$ cat config.mk
export PLATFORM = sky130hd
export DESIGN_NAME = lgc_logic_alu
export DESIGN_NICKNAME = d
export VERILOG_FILES = /design/src/design/lgc_pkg.sv /design/src/design/lgc_logic_unit.sv /design/src/design/lgc_sub_flags.sv /design/src/design/lgc_logic_alu.sv
export SDC_FILE = /design/constraint.sdc
export NUM_CORES = 1
export LEC_CHECK = 0
export BUFFER_PORTS_ARGS = -buffer_cell sky130_fd_sc_hd__buf_2
export CELL_PAD_IN_SITES_DETAIL_PLACEMENT = 0
export CELL_PAD_IN_SITES_GLOBAL_PLACEMENT = 2
export CORE_UTILIZATION = 32
export DETAILED_ROUTE_END_ITERATION = 10
export PLACE_DENSITY = 0.84
export SLEW_MARGIN = 0
export SYNTH_ARGS = -nofsm -noshare
export SYNTH_HDL_FRONTEND = slang
export SYNTH_SLANG_ARGS = --single-unit
export TNS_END_PERCENT = 30
$ cat constraint.sdc
create_clock -name clk_sys -period 4.4 [get_ports clk_sys]
set_input_delay 0.22 -clock clk_sys [delete_from_list [all_inputs] [get_ports clk_sys]]
set_output_delay 0.22 -clock clk_sys [all_outputs]
set_load 0.03 [all_outputs]
$ cat src/design/lgc_pkg.sv
package lgc_pkg;

    // Datapath widths
    localparam int DATA_W = 8;
    localparam int NIB_W = 4;
    localparam int SIGN_BIT = 7;

    // Reset values
    localparam logic [7:0] WREG_RST = 8'h00;
    localparam logic [7:0] DATA_RST = 8'h00;
    localparam logic [7:0] ZERO_BYTE = 8'h00;
    localparam logic [3:0] FLAGS_RST = 4'h0;

    // Operation codes presented by the instruction decoder
    typedef enum logic [4:0] {
        OP_AND_AI  = 5'h00,
        OP_AND_AM  = 5'h01,
        OP_AND_MA  = 5'h02,
        OP_OR_AI   = 5'h03,
        OP_OR_AM   = 5'h04,
        OP_OR_MA   = 5'h05,
        OP_XOR_AI  = 5'h06,
        OP_XOR_AM  = 5'h07,
        OP_XOR_MA  = 5'h08,
        OP_XOR_IOA = 5'h09,
        OP_NOT_A   = 5'h0A,
        OP_NOT_M   = 5'h0B,
        OP_NEG_A   = 5'h0C,
        OP_NEG_M   = 5'h0D,
        OP_COMP_AM = 5'h0E,
        OP_COMP_MA = 5'h0F,
        OP_NONE    = 5'h1F
    } lgc_op_t;

    // Sequencer states, Gray coded along idle -> execute
    typedef enum logic [1:0] {
        ST_IDLE = 2'b00,
        ST_EXEC = 2'b01
    } lgc_state_t;

    // Status flags
    typedef struct packed {
        logic zero;
        logic carry;
        logic nibble_carry_flag;
        logic signed_wrap_flag;
    } lgc_flags_t;

    // One operation request with its operands
    typedef struct packed {
        lgc_op_t op;
        logic [7:0] imm;
        logic [7:0] ram_data;
        logic [7:0] port_a_data;
    } lgc_req_t;

    localparam lgc_req_t REQ_RST = '{OP_NONE, 8'h00, 8'h00, 8'h00};

endpackage

$ cat src/design/lgc_logic_unit.sv
`timescale 1ns/1ps

// Bitwise and complement result for every non-compare operation
module lgc_logic_unit
(
    input wire lgc_pkg::lgc_op_t op,
    input wire logic [7:0] working_register,
    input wire logic [7:0] imm,
    input wire logic [7:0] ram_data,
    input wire logic [7:0] port_a_data,
    output logic [7:0] result
);
    import lgc_pkg::*;

    // Operation select
    always_comb
    begin
        case (op)
            OP_AND_AI: result = working_register & imm;
            OP_AND_AM, OP_AND_MA: result = working_register & ram_data;
            OP_OR_AI: result = working_register | imm;
            OP_OR_AM, OP_OR_MA: result = working_register | ram_data;
            OP_XOR_AI: result = working_register ^ imm;
            OP_XOR_AM, OP_XOR_MA: result = working_register ^ ram_data;
            OP_XOR_IOA: result = working_register ^ port_a_data;
            OP_NOT_A: result = ~working_register;
            OP_NOT_M: result = ~ram_data;
            OP_NEG_A: result = 8'(ZERO_BYTE - working_register);
            OP_NEG_M: result = 8'(ZERO_BYTE - ram_data);
            default: result = ZERO_BYTE;
        endcase
    end

endmodule

$ cat src/design/lgc_sub_flags.sv
`timescale 1ns/1ps

// Flags of minuend minus subtrahend; the difference itself is dropped
module lgc_sub_flags
(
    input wire logic [7:0] minuend,
    input wire logic [7:0] subtrahend,
    output lgc_pkg::lgc_flags_t flags
);
    import lgc_pkg::*;

    logic [8:0] diff;
    logic [4:0] nib_diff;

    // Widened subtraction exposes the borrows
    always_comb
    begin
        diff = {1'b0, minuend} - {1'b0, subtrahend};
        nib_diff = {1'b0, minuend[NIB_W-1:0]} - {1'b0, subtrahend[NIB_W-1:0]};
        flags.zero = (diff[DATA_W-1:0] == ZERO_BYTE);
        flags.carry = diff[DATA_W];
        flags.nibble_carry_flag = nib_diff[NIB_W];
        flags.signed_wrap_flag = (minuend[SIGN_BIT] != subtrahend[SIGN_BIT])
            && (diff[SIGN_BIT] != minuend[SIGN_BIT]);
    end

endmodule

$ cat src/design/lgc_logic_alu.sv
// Behaviour
// RL1 - AND forms: result to working register, or RAM for RAM destination; zero only.
// RL2 - OR forms: result to working register, or RAM for RAM destination; zero only.
// RL3 - XOR with immediate or RAM source writes working register; zero flag only.
// RL4 - XOR with RAM destination writes result back into that RAM location.
// RL5 - XOR with I/O destination writes back to the I/O register; no flag changes.
// RL6 - One's complement of working register; zero flag only.
// RL7 - One's complement of RAM location; zero flag only.
// RL8 - Two's complement of working register; zero flag only.
// RL9 - Two's complement of RAM location; zero flag only.
// RL10 - Register-minus-RAM compare sets all four flags, writes nothing.
// RL11 - RAM-minus-register compare sets all four flags, writes nothing.
// RL12 - Equal compare operands set the zero flag.
// RL13 - Register below RAM operand in compare sets the borrow flag.
// RL14 - Eight-bit operands; zero flag set exactly when result is zero.
`timescale 1ns/1ps

module lgc_logic_alu
(
    input wire logic clk_sys,
    input wire logic reset,
    input wire logic clk_en,
    input wire logic op_valid,
    input wire lgc_pkg::lgc_req_t op_req,
    input wire logic wreg_load,
    input wire logic [7:0] wreg_load_data,
    output logic busy_ff,
    output logic done_ff,
    output logic [7:0] working_register_ff,
    output lgc_pkg::lgc_flags_t flags_ff,
    output logic ram_wr_en_ff,
    output logic [7:0] ram_wdata_ff,
    output logic io_wr_en_ff,
    output logic [7:0] io_wdata_ff
);
    import lgc_pkg::*;

    ////////////////////////////////////////////////////////////////////////////
    // Request capture and sequencing

    lgc_state_t state_ff;
    lgc_state_t nxt_state;
    lgc_req_t req_ff;
    lgc_req_t nxt_req;
    logic nxt_busy;

    // Take a request in idle, execute it on the next enabled edge
    always_comb
    begin
        nxt_state = state_ff;
        nxt_req = req_ff;
        nxt_busy = busy_ff;
        case (state_ff)
            ST_IDLE:
            begin
                if (op_valid)
                begin
                    nxt_state = ST_EXEC;
                    nxt_req = op_req;
                    nxt_busy = 1'b1;
                end
            end
            ST_EXEC:
            begin
                nxt_state = ST_IDLE;
                nxt_busy = 1'b0;
            end
            default:
            begin
                nxt_state = ST_IDLE;
                nxt_busy = 1'b0;
            end
        endcase
    end

    // Sequencer registers
    always_ff @(posedge clk_sys)
    begin
        if (reset)
        begin
            state_ff <= ST_IDLE;
            req_ff <= REQ_RST;
            busy_ff <= 1'b0;
        end
        else if (clk_en)
        begin
            state_ff <= nxt_state;
            req_ff <= nxt_req;
            busy_ff <= nxt_busy;
        end
    end

    ////////////////////////////////////////////////////////////////////////////
    // Datapath

    logic [7:0] logic_result;
    logic [7:0] cmp_minuend;
    logic [7:0] cmp_subtrahend;
    lgc_flags_t cmp_flags;
    logic exec;

    assign exec = (state_ff == ST_EXEC);

    lgc_logic_unit u_logic
    (
        .op(req_ff.op),
        .working_register(working_register_ff),
        .imm(req_ff.imm),
        .ram_data(req_ff.ram_data),
        .port_a_data(req_ff.port_a_data),
        .result(logic_result)
    );

    // RL11 operand swap
    always_comb
    begin
        if (req_ff.op == OP_COMP_MA)
        begin
            cmp_minuend = req_ff.ram_data;
            cmp_subtrahend = working_register_ff;
        end
        else
        begin
            cmp_minuend = working_register_ff;
            cmp_subtrahend = req_ff.ram_data;
        end
    end

    lgc_sub_flags u_cmp
    (
        .minuend(cmp_minuend),
        .subtrahend(cmp_subtrahend),
        .flags(cmp_flags)
    );

    ////////////////////////////////////////////////////////////////////////////
    // Result write-back and flags

    logic [7:0] nxt_wreg;
    lgc_flags_t nxt_flags;
    logic nxt_ram_wr_en;
    logic [7:0] nxt_ram_wdata;
    logic nxt_io_wr_en;
    logic [7:0] nxt_io_wdata;
    logic nxt_done;

    // Route result to its destination and update flags per operation
    always_comb
    begin
        nxt_wreg = working_register_ff;
        nxt_flags = flags_ff;
        nxt_ram_wr_en = 1'b0;
        nxt_ram_wdata = ram_wdata_ff;
        nxt_io_wr_en = 1'b0;
        nxt_io_wdata = io_wdata_ff;
        nxt_done = 1'b0;
        if (exec)
        begin
            nxt_done = 1'b1;
            case (req_ff.op)
                // RL1 RL2 RL3 RL6 RL8 register destination
                OP_AND_AI, OP_AND_AM, OP_OR_AI, OP_OR_AM, OP_XOR_AI, OP_XOR_AM,
                OP_NOT_A, OP_NEG_A:
                begin
                    nxt_wreg = logic_result;
                    // RL14 zero on result
                    nxt_flags.zero = (logic_result == ZERO_BYTE);
                end
                // RL1 RL2 RL4 RL7 RL9 RAM destination
                OP_AND_MA, OP_OR_MA, OP_XOR_MA, OP_NOT_M, OP_NEG_M:
                begin
                    nxt_ram_wr_en = 1'b1;
                    nxt_ram_wdata = logic_result;
                    nxt_flags.zero = (logic_result == ZERO_BYTE);
                end
                // RL5 port write, flags kept
                OP_XOR_IOA:
                begin
                    nxt_io_wr_en = 1'b1;
                    nxt_io_wdata = logic_result;
                end
                // RL10 RL11 RL12 RL13 compare flags
                OP_COMP_AM, OP_COMP_MA:
                begin
                    nxt_flags = cmp_flags;
                end
                default:
                begin
                    nxt_done = 1'b1;
                end
            endcase
        end
        else if (wreg_load)
        begin
            nxt_wreg = wreg_load_data;
        end
    end

    // Result registers
    always_ff @(posedge clk_sys)
    begin
        if (reset)
        begin
            working_register_ff <= WREG_RST;
            flags_ff <= FLAGS_RST;
            ram_wr_en_ff <= 1'b0;
            ram_wdata_ff <= DATA_RST;
            io_wr_en_ff <= 1'b0;
            io_wdata_ff <= DATA_RST;
            done_ff <= 1'b0;
        end
        else if (clk_en)
        begin
            working_register_ff <= nxt_wreg;
            flags_ff <= nxt_flags;
            ram_wr_en_ff <= nxt_ram_wr_en;
            ram_wdata_ff <= nxt_ram_wdata;
            io_wr_en_ff <= nxt_io_wr_en;
            io_wdata_ff <= nxt_io_wdata;
            done_ff <= nxt_done;
        end
    end

    ////////////////////////////////////////////////////////////////////////////
    // Checks

    logic fire;
    assign fire = exec && clk_en;

    // RL1 AND into register
    a_and_imm_result: assert property (@(posedge clk_sys) disable iff (reset) // RL1
        fire && req_ff.op == OP_AND_AI |=> working_register_ff ==
        ($past(working_register_ff) & $past(req_ff.imm)) && !ram_wr_en_ff
        && flags_ff[2:0] == $past(flags_ff[2:0]))
        else $error("AND immediate result or flags wrong");

    // RL2 OR into RAM
    a_or_ram_dest: assert property (@(posedge clk_sys) disable iff (reset) // RL2
        fire && req_ff.op == OP_OR_MA |=> ram_wr_en_ff && ram_wdata_ff ==
        ($past(working_register_ff) | $past(req_ff.ram_data))
        && working_register_ff == $past(working_register_ff))
        else $error("OR to RAM wrong");

    // RL3 XOR keeps other flags
    a_xor_flags_kept: assert property (@(posedge clk_sys) disable iff (reset) // RL3
        fire && req_ff.op == OP_XOR_AM |=> flags_ff.carry == $past(flags_ff.carry)
        && flags_ff.nibble_carry_flag == $past(flags_ff.nibble_carry_flag)
        && flags_ff.signed_wrap_flag == $past(flags_ff.signed_wrap_flag)
        && working_register_ff == ($past(working_register_ff) ^ $past(req_ff.ram_data)))
        else $error("XOR from RAM wrong");

    // RL4 XOR back to RAM
    a_xor_ram_back: assert property (@(posedge clk_sys) disable iff (reset) // RL4
        fire && req_ff.op == OP_XOR_MA |=> ram_wr_en_ff
        && ram_wdata_ff == ($past(working_register_ff) ^ $past(req_ff.ram_data))
        ##1 !ram_wr_en_ff || !$past(clk_en))
        else $error("XOR to RAM write wrong");

    // RL5 port write with no flag change
    a_xor_port_write: assert property (@(posedge clk_sys) disable iff (reset) // RL5
        fire && req_ff.op == OP_XOR_IOA |=> io_wr_en_ff && flags_ff == $past(flags_ff)
        && io_wdata_ff == ($past(working_register_ff) ^ $past(req_ff.port_a_data)))
        else $error("XOR to port wrong");

    // RL6 one's complement of register
    a_not_wreg: assert property (@(posedge clk_sys) disable iff (reset) // RL6
        fire && req_ff.op == OP_NOT_A |=> working_register_ff == ~$past(working_register_ff))
        else $error("NOT register wrong");

    // RL7 one's complement of RAM
    a_not_ram: assert property (@(posedge clk_sys) disable iff (reset) // RL7
        fire && req_ff.op == OP_NOT_M |=> ram_wr_en_ff && ram_wdata_ff == ~$past(req_ff.ram_data)
        && flags_ff[2:0] == $past(flags_ff[2:0]))
        else $error("NOT RAM wrong");

    // RL8 negation of register
    a_neg_wreg: assert property (@(posedge clk_sys) disable iff (reset) // RL8
        fire && req_ff.op == OP_NEG_A |=>
        8'(working_register_ff + $past(working_register_ff)) == ZERO_BYTE)
        else $error("NEG register wrong");

    // RL9 negation of RAM
    a_neg_ram: assert property (@(posedge clk_sys) disable iff (reset) // RL9
        fire && req_ff.op == OP_NEG_M |=> ram_wr_en_ff
        && 8'(ram_wdata_ff + $past(req_ff.ram_data)) == ZERO_BYTE)
        else $error("NEG RAM wrong");

    // RL10 compare writes nothing
    a_cmp_no_write: assert property (@(posedge clk_sys) disable iff (reset) // RL10
        fire && (req_ff.op == OP_COMP_AM || req_ff.op == OP_COMP_MA) |=>
        !ram_wr_en_ff && !io_wr_en_ff && working_register_ff == $past(working_register_ff))
        else $error("Compare wrote an operand");

    // RL11 reversed compare borrow
    a_cmp_rev_borrow: assert property (@(posedge clk_sys) disable iff (reset) // RL11
        fire && req_ff.op == OP_COMP_MA |=>
        flags_ff.carry == ($past(req_ff.ram_data) < $past(working_register_ff)))
        else $error("Reversed compare borrow wrong");

    // RL12 equal compare
    a_cmp_equal: assert property (@(posedge clk_sys) disable iff (reset) // RL12
        fire && req_ff.op == OP_COMP_AM && working_register_ff == req_ff.ram_data
        |=> flags_ff.zero && !flags_ff.carry)
        else $error("Equal compare zero flag wrong");

    // RL13 borrow on smaller register
    a_cmp_borrow: assert property (@(posedge clk_sys) disable iff (reset) // RL13
        fire && req_ff.op == OP_COMP_AM |=>
        flags_ff.carry == ($past(working_register_ff) < $past(req_ff.ram_data)))
        else $error("Compare borrow wrong");

    // RL14 zero flag follows written result
    a_zero_tracks: assert property (@(posedge clk_sys) disable iff (reset) // RL14
        fire && (req_ff.op == OP_AND_AM || req_ff.op == OP_OR_AI) |=>
        flags_ff.zero == (working_register_ff == ZERO_BYTE))
        else $error("Zero flag mismatch");

    // Busy follows acceptance by one enabled edge, with done still low until the next
    a_done_timing: assert property (@(posedge clk_sys) disable iff (reset)
        state_ff == ST_IDLE && clk_en && op_valid |=> busy_ff && !done_ff)
        else $error("Acceptance did not raise busy");

endmodule

==> After elaboration in Yosys (flattened, before gate mapping) <==
Cells that the tools add are included.
{ "op_classes": {"shifts": 0, "n_bitwise": 9, "reduce_logical": 21, "mul": 0, "eq_ne": 20, "n_mux": 16, "n_div": 0, "n_addsub": 4, "n_lt_le_gt_ge": 0} }
{ "op_table": {"columns": ["op", "count"], "rows": [
  ["8-bit one-hot mux with 11 select lines", 1],
  ["5-bit by 4-bit equality test with 1-bit output (second input constant)", 8],
  ["8-bit 2-to-1 mux", 5],
  ["8-bit XOR", 3],
  ["5-bit by 3-bit equality test with 1-bit output (second input constant)", 4],
  ["3-bit AND reduction", 6],
  ["8-bit bitwise AND", 2],
  ["8-bit zero test", 2],
  ["8-bit inverter", 2],
  ["8-bit bitwise OR", 2],
  ["1-bit by 8-bit subtractor with 8-bit output (first input constant)", 2],
  ["13-bit OR reduction", 1],
  ["5-bit by 2-bit equality test with 1-bit output (second input constant)", 2],
  ["8-bit by 8-bit subtractor with 9-bit output", 1],
  ["2-bit OR reduction", 4],
  ["8-bit OR reduction", 1],
  ["1-bit 2-to-1 mux", 7],
  ["5-bit by 1-bit equality test with 1-bit output (second input constant)", 1],
  ["5-bit zero test", 1],
  ["5-bit OR reduction", 1],
  ["4-bit by 4-bit subtractor with 5-bit output", 1],
  ["2-bit 2-to-1 mux", 2],
  ["2-bit nonzero test", 2],
  ["2-bit by 1-bit equality test with 1-bit output (second input constant)", 1],
  ["7 further kinds", 8]
]} }
{ "word_totals": {"wordCells": 86, "mem_bits_rw": 0, "inputBits": 42, "latchBits": 0, "mem_count": 0, "register_bits": 63, "rom_bits": 0, "out_inout_bits": 32} }

==> Depth between registers and ports, before layout <==
Gate-level depths: netlist of run 1.
{ "logic_depth": {"word_depth": 5, "ltp_mapped": 16, "ltp_nobuf": 14} }

==> By module <==
Synthesis of run 1 repeated with hierarchy kept, for this count alone.
{ "unflattened": {"hier_cells": 535, "hier_area_um2": 4434.3} }
{ "by_module_without_submodules": {"columns": ["mod", "seq_area_each_um2", "area_each_um2", "n_inst", "cells_per_inst"], "rows": [
  ["lgc_logic_alu", 1221.2, 2775.2, 1, 303],
  ["lgc_logic_unit", 0.0, 1273.7, 1, 177],
  ["lgc_sub_flags", 0.0, 385.4, 1, 55]
]} }

==> Worst setup path after synthesis of run 1 <==
No wires, ideal clock.
{ "synth_timing": {"path_kind": "reg2reg", "startpoint": "register req_ff[25] (netlist bit)", "endpoint": "register flags_ff[3] (netlist bit)", "t_required_ns": 4.313, "n_path_buf": 2, "path_slack_ns": 1.175, "arrival_ns": 3.138, "setup_ns": 0.087, "path_stages_with_launch": 17, "synth_period_minus_slack_ns": 3.225, "path_cell_list": "dfxtp_1 > buf_2 > buf_1 > nand2b_1 > nor3_1 > a21o_1 > inv_1 > ha_1 > nor3b_1 > xor2_1 > mux2i_1 > a211o_1 > a221oi_1 > nor4bb_1 > nand4_1 > a21o_1 > o31ai_1"} }
{ "synth_via": {"elab_chain_len": 5, "elab_cells_between_ends": 30, "cone_classes": "1 x add/sub; 15 x eq/ne; 4 x mux; 10 x reduce/logical"} }
{ "synth_lines": {"columns": ["element", "line", "source"], "rows": [
  ["start: declaration", "lgc_logic_alu.sv:43", "lgc_req_t req_ff;"],
  ["start signal: assignment", "lgc_logic_alu.sv:88", "req_ff <= nxt_req;"],
  ["5-bit by 4-bit equality test with 1-bit output (tied with other cells)", "lgc_logic_alu.sv:117, lgc_logic_alu.sv:160", null],
  ["8-bit 2-to-1 mux / 2-bit OR reduction (equally long branches)", "lgc_logic_alu.sv:117, lgc_logic_unit.sv:18", null],
  ["8-bit by 8-bit subtractor with 9-bit output / 8-bit one-hot mux with 11 select lines (equally long branches)", "lgc_sub_flags.sv:18, lgc_logic_unit.sv:18", null],
  ["8-bit zero test (on tied branches)", "lgc_sub_flags.sv:20, lgc_logic_alu.sv:167, lgc_logic_alu.sv:174", null],
  ["1-bit one-hot mux with 2 select lines", "lgc_logic_alu.sv:160", "case (req_ff.op)"],
  ["end signal: assignment", "lgc_logic_alu.sv:215", "flags_ff <= nxt_flags;"],
  ["end: declaration", "lgc_logic_alu.sv:30", "output lgc_pkg::lgc_flags_t flags_ff,"]
]} }
Several ways; a longest one is shown, not always the timed one.
A chain may end at the register's enable or synchronous reset.

==> Worst setup path in the final report of run 1 <==
{ "layout_timing": {"startpoint": "register req_ff[26] (netlist bit)", "endpoint": "register flags_ff[3] (netlist bit)"} }
Same word-level chain as after synthesis.

==> reports/qor.txt, run 1 <==
Design Area, Final - 5130 um2
Max Fanout on Critical Path - 21
Post-Syn Instances - 606
Worst setup EP type - register
final core occ - 38.8%
largest net degree at the start of global routing - 64
Worst-path clk slew - 0.05 ns
Die Span X - 119 um
H-tree levels - 3
Via-to-Cell Ratio - 5.80
Detail Route Antenna Nets - 0
final net count - 695
layout cells sized above 1 - 16.3%
crit path launch type - register
IO Port Bufs - 73
crit path DAT - 4.24 ns
power per cell area - 327 nW/um2
GP Congestion - 0.915
Synth Flop Type - dfxtp_1
crit path kind - reg -> reg
clk root buf - clkbuf_16
I/O pin cnt - 74
Final setup viols - 0
Slew Viols, Final - 0
metal3 WL - 818 um
Slew HR - 25.6%
Clock Path Buffers - 2
CTS tree - built
initial antenna violation count - 0
clk_lat worst skew - 0.34 ns
Clock power frac - 44.9%
max_cap viols - 0
total global routing overflow - 0
Antenna diodes - 0
synthesized flop and latch total - 61
hold crit path type - in -> reg
DRT met1 WL - 7280 um
gr usage total - 23.0%
Syn Nets - 650
count of different cell masters after synthesis - 69
FP Rows - 42
die height - 119 um
Final TNS setup - 0 ns
drt first pass iters - 5
Crit path required time - 4.64 ns
met2 WL - 7300 um
Net Sw Frac - 29.5%
area of the die - 14,100 um2
Mapped Area - 4350 um2
YS warnings - 0
first-pass GRT wire length - 25,300 um
via count - 4,826
Residual DRC - 0
total core area - 13,200 um2
Setup WS pre-CTS - 0.496 ns
top sig layer - met4
total CTS buffers - 9
post-CTS resize count - 0
Detailed Route Iter0 Violations - 479
Mean Syn Cell Area - 7.17 um2
Leakage Power - 0.00197 uW
Int Power - 1190 uW
number of global-route vias before repair - 4,533
sw power - 495 uW
DP Area - 4820 um2
Comb power frac - 18.3%
Seq/Total Area, Yosys - 28.1%
Peak VDD IR - 0.000133 V
crit path time final - 4.00 ns
sequential power share - 36.8%
Clock Sinks - 61
RSZ-0062 raised after global routing - no
period utilization - 90.9%
Slew @ Worst Pin - 1.11 ns
status - finished, final reports clean
Hold Fails Final Rpt - 0
EDFF count, synth - 0
Max Clock Freq - 0.250 GHz
Initial Util - 32.8%
area grow syn2layout - 18.1%
Setup WS post-layout - 0.403 ns
DPL Wire Length - 11,400 um
Async S/R FF share, synth - 0%
DR WL/cell - 19.0 um
post-CTS setup buffers - 0
hold-fix buffers at CTS - 0
Fin Clk Skew - 0.00507 ns
Total Wirelength - 15,800 um
critical path, stage by stage (launching register included):
cell and delay [ns]:
dfxtp_1 0.67, and3b_1 0.29, nand2_1 0.26, a21o_1 0.27, inv_1 0.05, ha_1 0.22, nor3b_1 0.30, xor2_1 0.18
mux2i_1 0.09, a211o_1 0.30, a221oi_1 0.44, nor4bb_1 0.28, nand4_1 0.22, a21o_1 0.24, o31ai_1 0.07
sequential cells by signal, summed over array words and instances, names as in the netlist:
signal               flops
ram_wdata_ff             8
io_wdata_ff              8
req_ff                  29
io_wr_en_ff              1
state_ff                 1
flags_ff                 4
ram_wr_en_ff             1
working_register_ff      8
done_ff                  1
metal layers:
metal / up-vias / GRT usage [%]
li1: 2325 / -
met1: 2306 / 31.1
met2: 167 / 36.1
met3: 28 / 3.62
met4: 0 / 9.65
met5: - / 0
synthesized netlist by cell type, types with 6 or more instances:
master	n	area [um2]
a211o_1	13	114
a211oi_1	25	188
a21oi_1	60	300
a31oi_1	6	37.5
and3_1	11	68.8
buf_2	7	35.0
clkbuf_1	38	143
dfxtp_1	61	1220
inv_1	14	52.6
mux2i_1	9	90.1
nand2_1	98	368
nand2b_1	10	62.6
nand3_1	12	60.1
nand3b_1	10	75.1
nor2_1	58	218
nor3_1	14	70.1
nor3b_1	7	52.6
o21ai_0	16	80.1
o221ai_1	9	78.8
or3_1	7	43.8
xnor2_1	11	96.3
placed cells by master (no fill, tap or decap), types with 4 or more instances in the layout:
cell	synthesis	routed
nand3b_1	10	10
buf_2	7	73
o41ai_1	4	4
mux2i_1	9	9
nor3_1	14	14
o2111ai_1	5	5
nand2_1	98	98
o21ai_0	16	16
clkbuf_16	0	9
a211oi_1	25	24
nor2_1	58	58
buf_4	1	13
xnor2_1	11	11
o221ai_1	9	9
dfxtp_1	61	61
or3_1	7	7
nor3b_1	7	6
a31oi_1	6	6
nor4b_1	4	4
nor2b_1	4	4
or4_1	4	4
a211o_1	13	13
and3_1	11	11
a21o_1	5	5
inv_1	14	14
nand4_1	5	5
a21oi_1	60	60
nand3_1	12	12
nand2b_1	10	10
final cells by class:
| class | count | area (um2) |
|---|---|---|
| clock buffers | 11 | 233 |
| fillers | 1475 | 8110 |
| inverters | 16 | 60.1 |
| flip-flops and latches | 61 | 1220 |
| well taps | 176 | 220 |
| multi-input cells | 477 | 2860 |
| repair buffers | 86 | 463 |
| clock inverters | 5 | 75.1 |
power groups by stage:
stage,Clock (uW),Combinational (uW),Sequential [uW]
floorplan,0,229,606
global route,788,339,622
finish,755,308,618
CTS,763,306,617
detailed placement,0,303,629
global placement,0,301,627
final timing paths:
| check | cells after the start | endpoint | from | slack (ns) |
|---|---|---|---|---|
| setup / recovery | 14 | flags_ff[3] | req_ff[26] | 0.40 |
| hold / removal | 2 | req_ff[24] | op_req[24] | 0.09 |
| setup reg to reg | 14 | flags_ff[3] | req_ff[26] | 0.40 |
| hold reg to reg | 2 | req_ff[4] | req_ff[4] | 0.45 |
logic make-up after synthesis:
group / synth area share, %
buffers and inverters: 6.33
muxes: 2.07
DFF: 28.1
xor gates and xnor gates: 2.62
AOI/OAI and AO/OA: 30.4
and+or+nand+nor: 29.9
adders and majority gates: 0.576
through the flow:
step,cells,hold slack [ns],total power (uW)
after floorplan,606,0.338,835
after global placement,816,0.432,929
after detailed placement,816,0.432,932
after CTS,832,0.0882,1690
after global routing,832,0.0963,1750
final,832,0.0851,1680
Note: power is estimated with default switching activity, not from simulation.
==> inputs of run 2 (changes only) <==
CORE_UTILIZATION = 33   (was 32)
CTS_BUF_LIST = sky130_fd_sc_hd__clkbuf_8   (was default)
PLACE_DENSITY = 0.86   (was 0.84)
==> reports/qor.txt, run 2 (synthesized netlist as in run 1, its figures left out) <==
Die Span X - 117 um (-1.5%)
Final TNS setup - 0 ns (unchanged)
Crit path required time - 4.66 ns (+0.02 ns)
cells along the critical path - and3b_1 -> nand2_1 -> a21o_1 -> inv_1 -> ha_1 -> nor3b_1 -> xor2_1 -> mux2i_1 -> a211o_1 -> a221oi_1 -> nor4bb_1 -> nand4_1 -> a21o_1 -> o31ai_1
max FFs per register - 29 (unchanged)
I/O pin cnt - 74 (unchanged)
FF-to-FF path depth - 14 (unchanged)
Slew @ Worst Pin - 1.07 ns (-0.0479 ns)
IO Port Bufs - 73 (unchanged)
Clock Path Buffers - 2 (unchanged)
largest stage delay on the critical path - 0.66 ns (about the same)
Final setup viols - 0 (unchanged)
drt first pass iters - 7 (+2)
total global routing overflow - 0 (unchanged)
Antenna diodes - 0 (unchanged)
WHS Path Cells - 3 (+1)
initial antenna violation count - 0 (unchanged)
Worst-path clk slew - 0.07 ns (+0.02 ns)
Largest Register - req_ff
GP Congestion - 0.923 (+0.92%)
Slew Viols, Final - 0 (unchanged)
Fin Clk Skew - 0.0162 ns (+0.0111 ns)
most frequent cells in the layout - nand2_1 (98), buf_2 (73), dfxtp_1 (61)
area of the die - 13,600 um2 (-3.0%)
CTS tree - built
layout cells sized above 1 - 16.2% (-0.13 points)
crit path kind - reg -> reg
max_cap viols - 0 (unchanged)
Design Area, Final - 5000 um2 (-2.5%)
commonest non-fill, non-tap cell in the layout - nand2_1
hold-fix buffers at CTS - 0 (unchanged)
largest net degree at the start of global routing - 64 (unchanged)
via count - 4,799 (-0.56%)
H-tree levels - 3 (unchanged)
Worst setup EP type - register
crit path time final - 3.88 ns (-0.113 ns)
crit path launch type - register
total core area - 12,700 um2 (-3.9%)
DPL Wire Length - 11,300 um (-1.2%)
Leakage Power - 0.00192 uW (-2.6%)
gr usage total - 23.7% (+0.68 points)
Crit path top cell by count - a21o_1
period utilization - 88.3% (-2.6 points)
clk_lat worst skew - 0.36 ns (+0.02 ns)
Peak VDD IR - 0.000172 V (+29%)
slowest CP cell - dfxtp_1
Critical R2R Launch - req_ff[27]
FP Rows - 41 (-2.4%)
Via-to-Cell Ratio - 5.80 (about the same)
CP Depth - 14 (unchanged)
number of global-route vias before repair - 4,439 (-2.1%)
hold crit path type - in -> reg
first-pass GRT wire length - 24,400 um (-3.5%)
Slew HR - 28.7% (+3.1 points)
post-CTS resize count - 0 (unchanged)
Total Wirelength - 15,500 um (-2.3%)
cell family with most CP delay - compound AO/OA/AOI/OAI gates
Max Clock Freq - 0.257 GHz (+2.9%)
area grow syn2layout - 15.1%
Detail Route Antenna Nets - 0 (unchanged)
Clock Sinks - 61 (unchanged)
reg2reg setup slack - 0.52 ns (+0.11 ns)
crit path DAT - 4.15 ns (-0.09 ns)
Initial Util - 34.2% (+1.3 points)
Detailed Route Iter0 Violations - 365 (-24%)
die height - 117 um (-1.5%)
post-CTS setup buffers - 0 (unchanged)
CP Buf/Inv Count - 1 (unchanged)
power per cell area - 284 nW/um2 (-13%)
Hold Fails Final Rpt - 0 (unchanged)
clk root buf - clkbuf_8
DP Area - 4810 um2 (-0.26%)
final net count - 694 (-0.14%)
DR WL/cell - 18.7 um (-1.7%)
CP startpoint - req_ff[27]
reg-to-reg critical path endpoint - flags_ff[3]
RSZ-0062 raised after global routing - no
crit path to - flags_ff[3]
total CTS buffers - 9 (unchanged)
status - finished, final reports clean
Max Fanout on Critical Path - 19 (-9.5%)
Residual DRC - 0 (unchanged)
[run 2: changes by cell type in the layout (fill, tap and decap cells not counted)]
cell        delta
clkbuf_8      +10
clkbuf_16      -9
clkbuf_1       -2
inv_1          +2
buf_4          -1
bufinv_16      -1
clkinv_2       -1
clkinvlp_4     +1
[run 2: where the power goes]
part / internal [uW] / switching, uW
combinational: 121 / 188
sequential: 571 / 43.1
clock: 271 / 226
[run 2: worst min path at each step]
| stage | from | to |
|---|---|---|
| 6_report | op_req[25] | req_ff[25] |
| 5_1_grt | op_req[24] | req_ff[24] |
| 4_1_cts | op_req[27] | req_ff[27] |
| 3_5_place_dp | op_req[24] | req_ff[24] |
| 3_3_place_gp | op_req[24] | req_ff[24] |
| 2_1_floorplan | op_req[24] | req_ff[24] |
[run 2: through the flow]
step	hold WS, ns	setup slack, ns	total power [uW]	cells	utilization, %
after floorplan	0.338	1.18	835	606	-
after global placement	0.432	0.757	928	811	37.8
after detailed placement	0.434	0.613	931	811	37.8
after CTS	0.0680	0.566	1430	827	39.3
after global routing	0.0669	0.102	1500	827	39.3
final	0.0813	0.515	1420	827	39.3
[run 2: final cells by class]
cell class,count,area [um2]
clock inverter,6,55.1
multi-input combinational,477,2860
tap,172,215
clock buffer,10,138
sequential,61,1220
fill,1434,7720
inverter,16,60.1
timing repair buffer,85,455
[run 2: worst min-delay path, cell delays in order]
cell and delay [ns]:
buf_2 0.07, nand2_1 0.04, nand3b_1 0.06
[run 2: per-layer routing]
layer  track usage [%]  vias to the layer above  share of wire [%]  wire, um
met2              35.6                      194                 43      6700
met3              4.33                       40                7.3      1130
met5                 0                        -                  0         0
li1                  -                     2324                  -         -
met1              32.6                     2241                 46      7080
met4              11.3                        0                3.5       540
==> inputs of run 3 (changes only) <==
CTS_BUF_LIST = sky130_fd_sc_hd__clkbuf_2 sky130_fd_sc_hd__clkbuf_4 sky130_fd_sc_hd__clkbuf_8   (was sky130_fd_sc_hd__clkbuf_8)
CTS_CLUSTER_SIZE = 16   (was default)
GPL_ROUTABILITY_DRIVEN = 0   (was default)
==> reports/qor.txt, run 3 (synthesized netlist as in run 1, its figures left out) <==
status - finished, final reports clean
max_cap viols - 0 (unchanged)
Critical R2R Launch - req_ff[27]
Hold Fails Final Rpt - 0 (unchanged)
Final setup viols - 0 (unchanged)
layout cells sized above 1 - 16.2% (+0.050 points)
total global routing overflow - 0 (unchanged)
CTS tree - built
DP Area - 4800 um2 (-0.31%)
Worst setup EP type - register
crit path DAT - 4.27 ns (+0.12 ns)
Largest Register - req_ff
DRT met1 WL - 6620 um (-6.5%)
Leakage Power - 0.00190 uW (-0.87%)
reg2reg setup slack - 0.39 ns (-0.12 ns)
crit path time final - 4.01 ns (+0.122 ns)
Detail Route Antenna Nets - 0 (unchanged)
largest net degree at the start of global routing - 64 (unchanged)
hold-fix buffers at CTS - 0 (unchanged)
Peak VDD IR - 0.000155 V (-9.7%)
period utilization - 91.1% (+2.8 points)
gr usage total - 22.8% (-0.89 points)
Detailed Route Iter0 Violations - 470 (+29%)
Hold Path Sink - req_ff[26]
IO Port Bufs - 73 (unchanged)
commonest non-fill, non-tap cell in the layout - nand2_1
Slew @ Worst Pin - 1.28 ns (+0.213 ns)
Die Span X - 117 um (unchanged)
FP Rows - 41 (unchanged)
Fin Clk Skew - 0.0103 ns (-0.00585 ns)
initial antenna violation count - 0 (unchanged)
Clock Sinks - 61 (unchanged)
area grow syn2layout - 14.7%
final net count - 692 (-0.29%)
FF-to-FF path depth - 14 (unchanged)
Clock Path Buffers - 2 (unchanged)
crit path launch type - register
post-CTS setup buffers - 0 (unchanged)
Total Wirelength - 15,100 um (-2.4%)
total CTS buffers - 9 (unchanged)
top sig layer - met4
I/O pin cnt - 74 (unchanged)
Max Clock Freq - 0.250 GHz (-3.1%)
drt first pass iters - 8 (+1)
post-CTS resize count - 0 (unchanged)
power per cell area - 283 nW/um2 (-0.27%)
final core occ - 39.2% (-0.14 points)
via count - 4,821 (+0.46%)
total core area - 12,700 um2 (unchanged)
clk_lat worst skew - 0.35 ns (about the same)
WHS Path Cells - 3 (unchanged)
Antenna diodes - 0 (unchanged)
number of global-route vias before repair - 4,369 (-1.6%)
die height - 117 um (unchanged)
DR WL/cell - 18.3 um (-2.1%)
Worst-path clk slew - 0.07 ns (about the same)
Final TNS setup - 0 ns (unchanged)
HP Start - op_req[26]
max FFs per register - 29 (unchanged)
H-tree levels - 3 (unchanged)
Cells after DPL - 809 (-0.25%)
Max Fanout on Critical Path - 19 (unchanged)
Via-to-Cell Ratio - 5.84 (+0.70%)
Initial Util - 34.2% (unchanged)
Residual DRC - 0 (unchanged)
met2 WL - 6760 um (+0.84%)
crit path kind - reg -> reg
first-pass GRT wire length - 23,600 um (-3.2%)
Design Area, Final - 4990 um2 (-0.35%)
DPL Wire Length - 10,900 um (-3.4%)
Crit path required time - 4.66 ns (about the same)
reg-to-reg critical path endpoint - flags_ff[3]
Slew Viols, Final - 0 (unchanged)
most frequent cells in the layout - nand2_1 (98), buf_2 (73), dfxtp_1 (61)
clk root buf - clkbuf_8
hold crit path type - in -> reg
area of the die - 13,600 um2 (unchanged)
RSZ-0062 raised after global routing - no
total power - 1410 uW (-0.62%)
Non-Filler Instances - 825 (-0.24%)
metal3 WL - 1200 um (+6.3%)
Slew HR - 13.6% (-15 points)
==> run 3: cell type report <==
class / count / area (um2)
clock buffer: 9 / 124
clock inverter: 7 / 66.3
fill: 1422 / 7730
inverter: 16 / 60.1
multi-input combinational: 477 / 2860
sequential: 61 / 1220
tap: 172 / 215
timing repair buffer: 83 / 440
==> run 3: worst max-delay path, stage by stage, from the launching register on <==
cell,delay (ns)
dfxtp_1,0.69
and3b_1,0.32
nand2_1,0.26
a21o_1,0.27
inv_1,0.06
ha_1,0.21
nor3b_1,0.32
xor2_1,0.18
mux2i_1,0.10
a211o_1,0.31
a221oi_1,0.48
nor4bb_1,0.27
nand4_1,0.16
a21o_1,0.24
o31ai_1,0.05
==> run 3: metrics by stage <==
stage	setup slack, ns	hold WS, ns
finish	0.393	0.0750
global route	0.102	0.0736
CTS	0.507	0.0595
detailed placement	0.526	0.427
global placement	0.813	0.433
floorplan	1.18	0.338
==> run 3: per-layer routing <==
metal,vias up,global-route usage [%]
li1,2317,-
met1,2252,30.2
met2,217,35.3
met3,35,5.10
met4,0,10.5
met5,-,0
==> run 3: worst max-delay path by stage <==
stage,from,endpoint,slack (ns),cells after the start
2_1_floorplan,req_ff[25],flags_ff[3],1.18,16
3_3_place_gp,req_ff[27],flags_ff[3],0.81,14
3_5_place_dp,req_ff[27],flags_ff[3],0.53,14
4_1_cts,req_ff[27],flags_ff[3],0.51,14
5_1_grt,req_ff[27],flags_ff[3],0.10,14
6_report,req_ff[27],flags_ff[3],0.39,14
==> run 3: where the power goes <==
| part | leakage, uW | switching, uW | internal, uW |
|---|---|---|---|
| Sequential | 0.000496 | 42.4 | 571 |
| Combinational | 0.00131 | 186 | 120 |
| Clock | 0.0000987 | 235 | 258 |
| Total | 0.00190 | 463 | 949 |
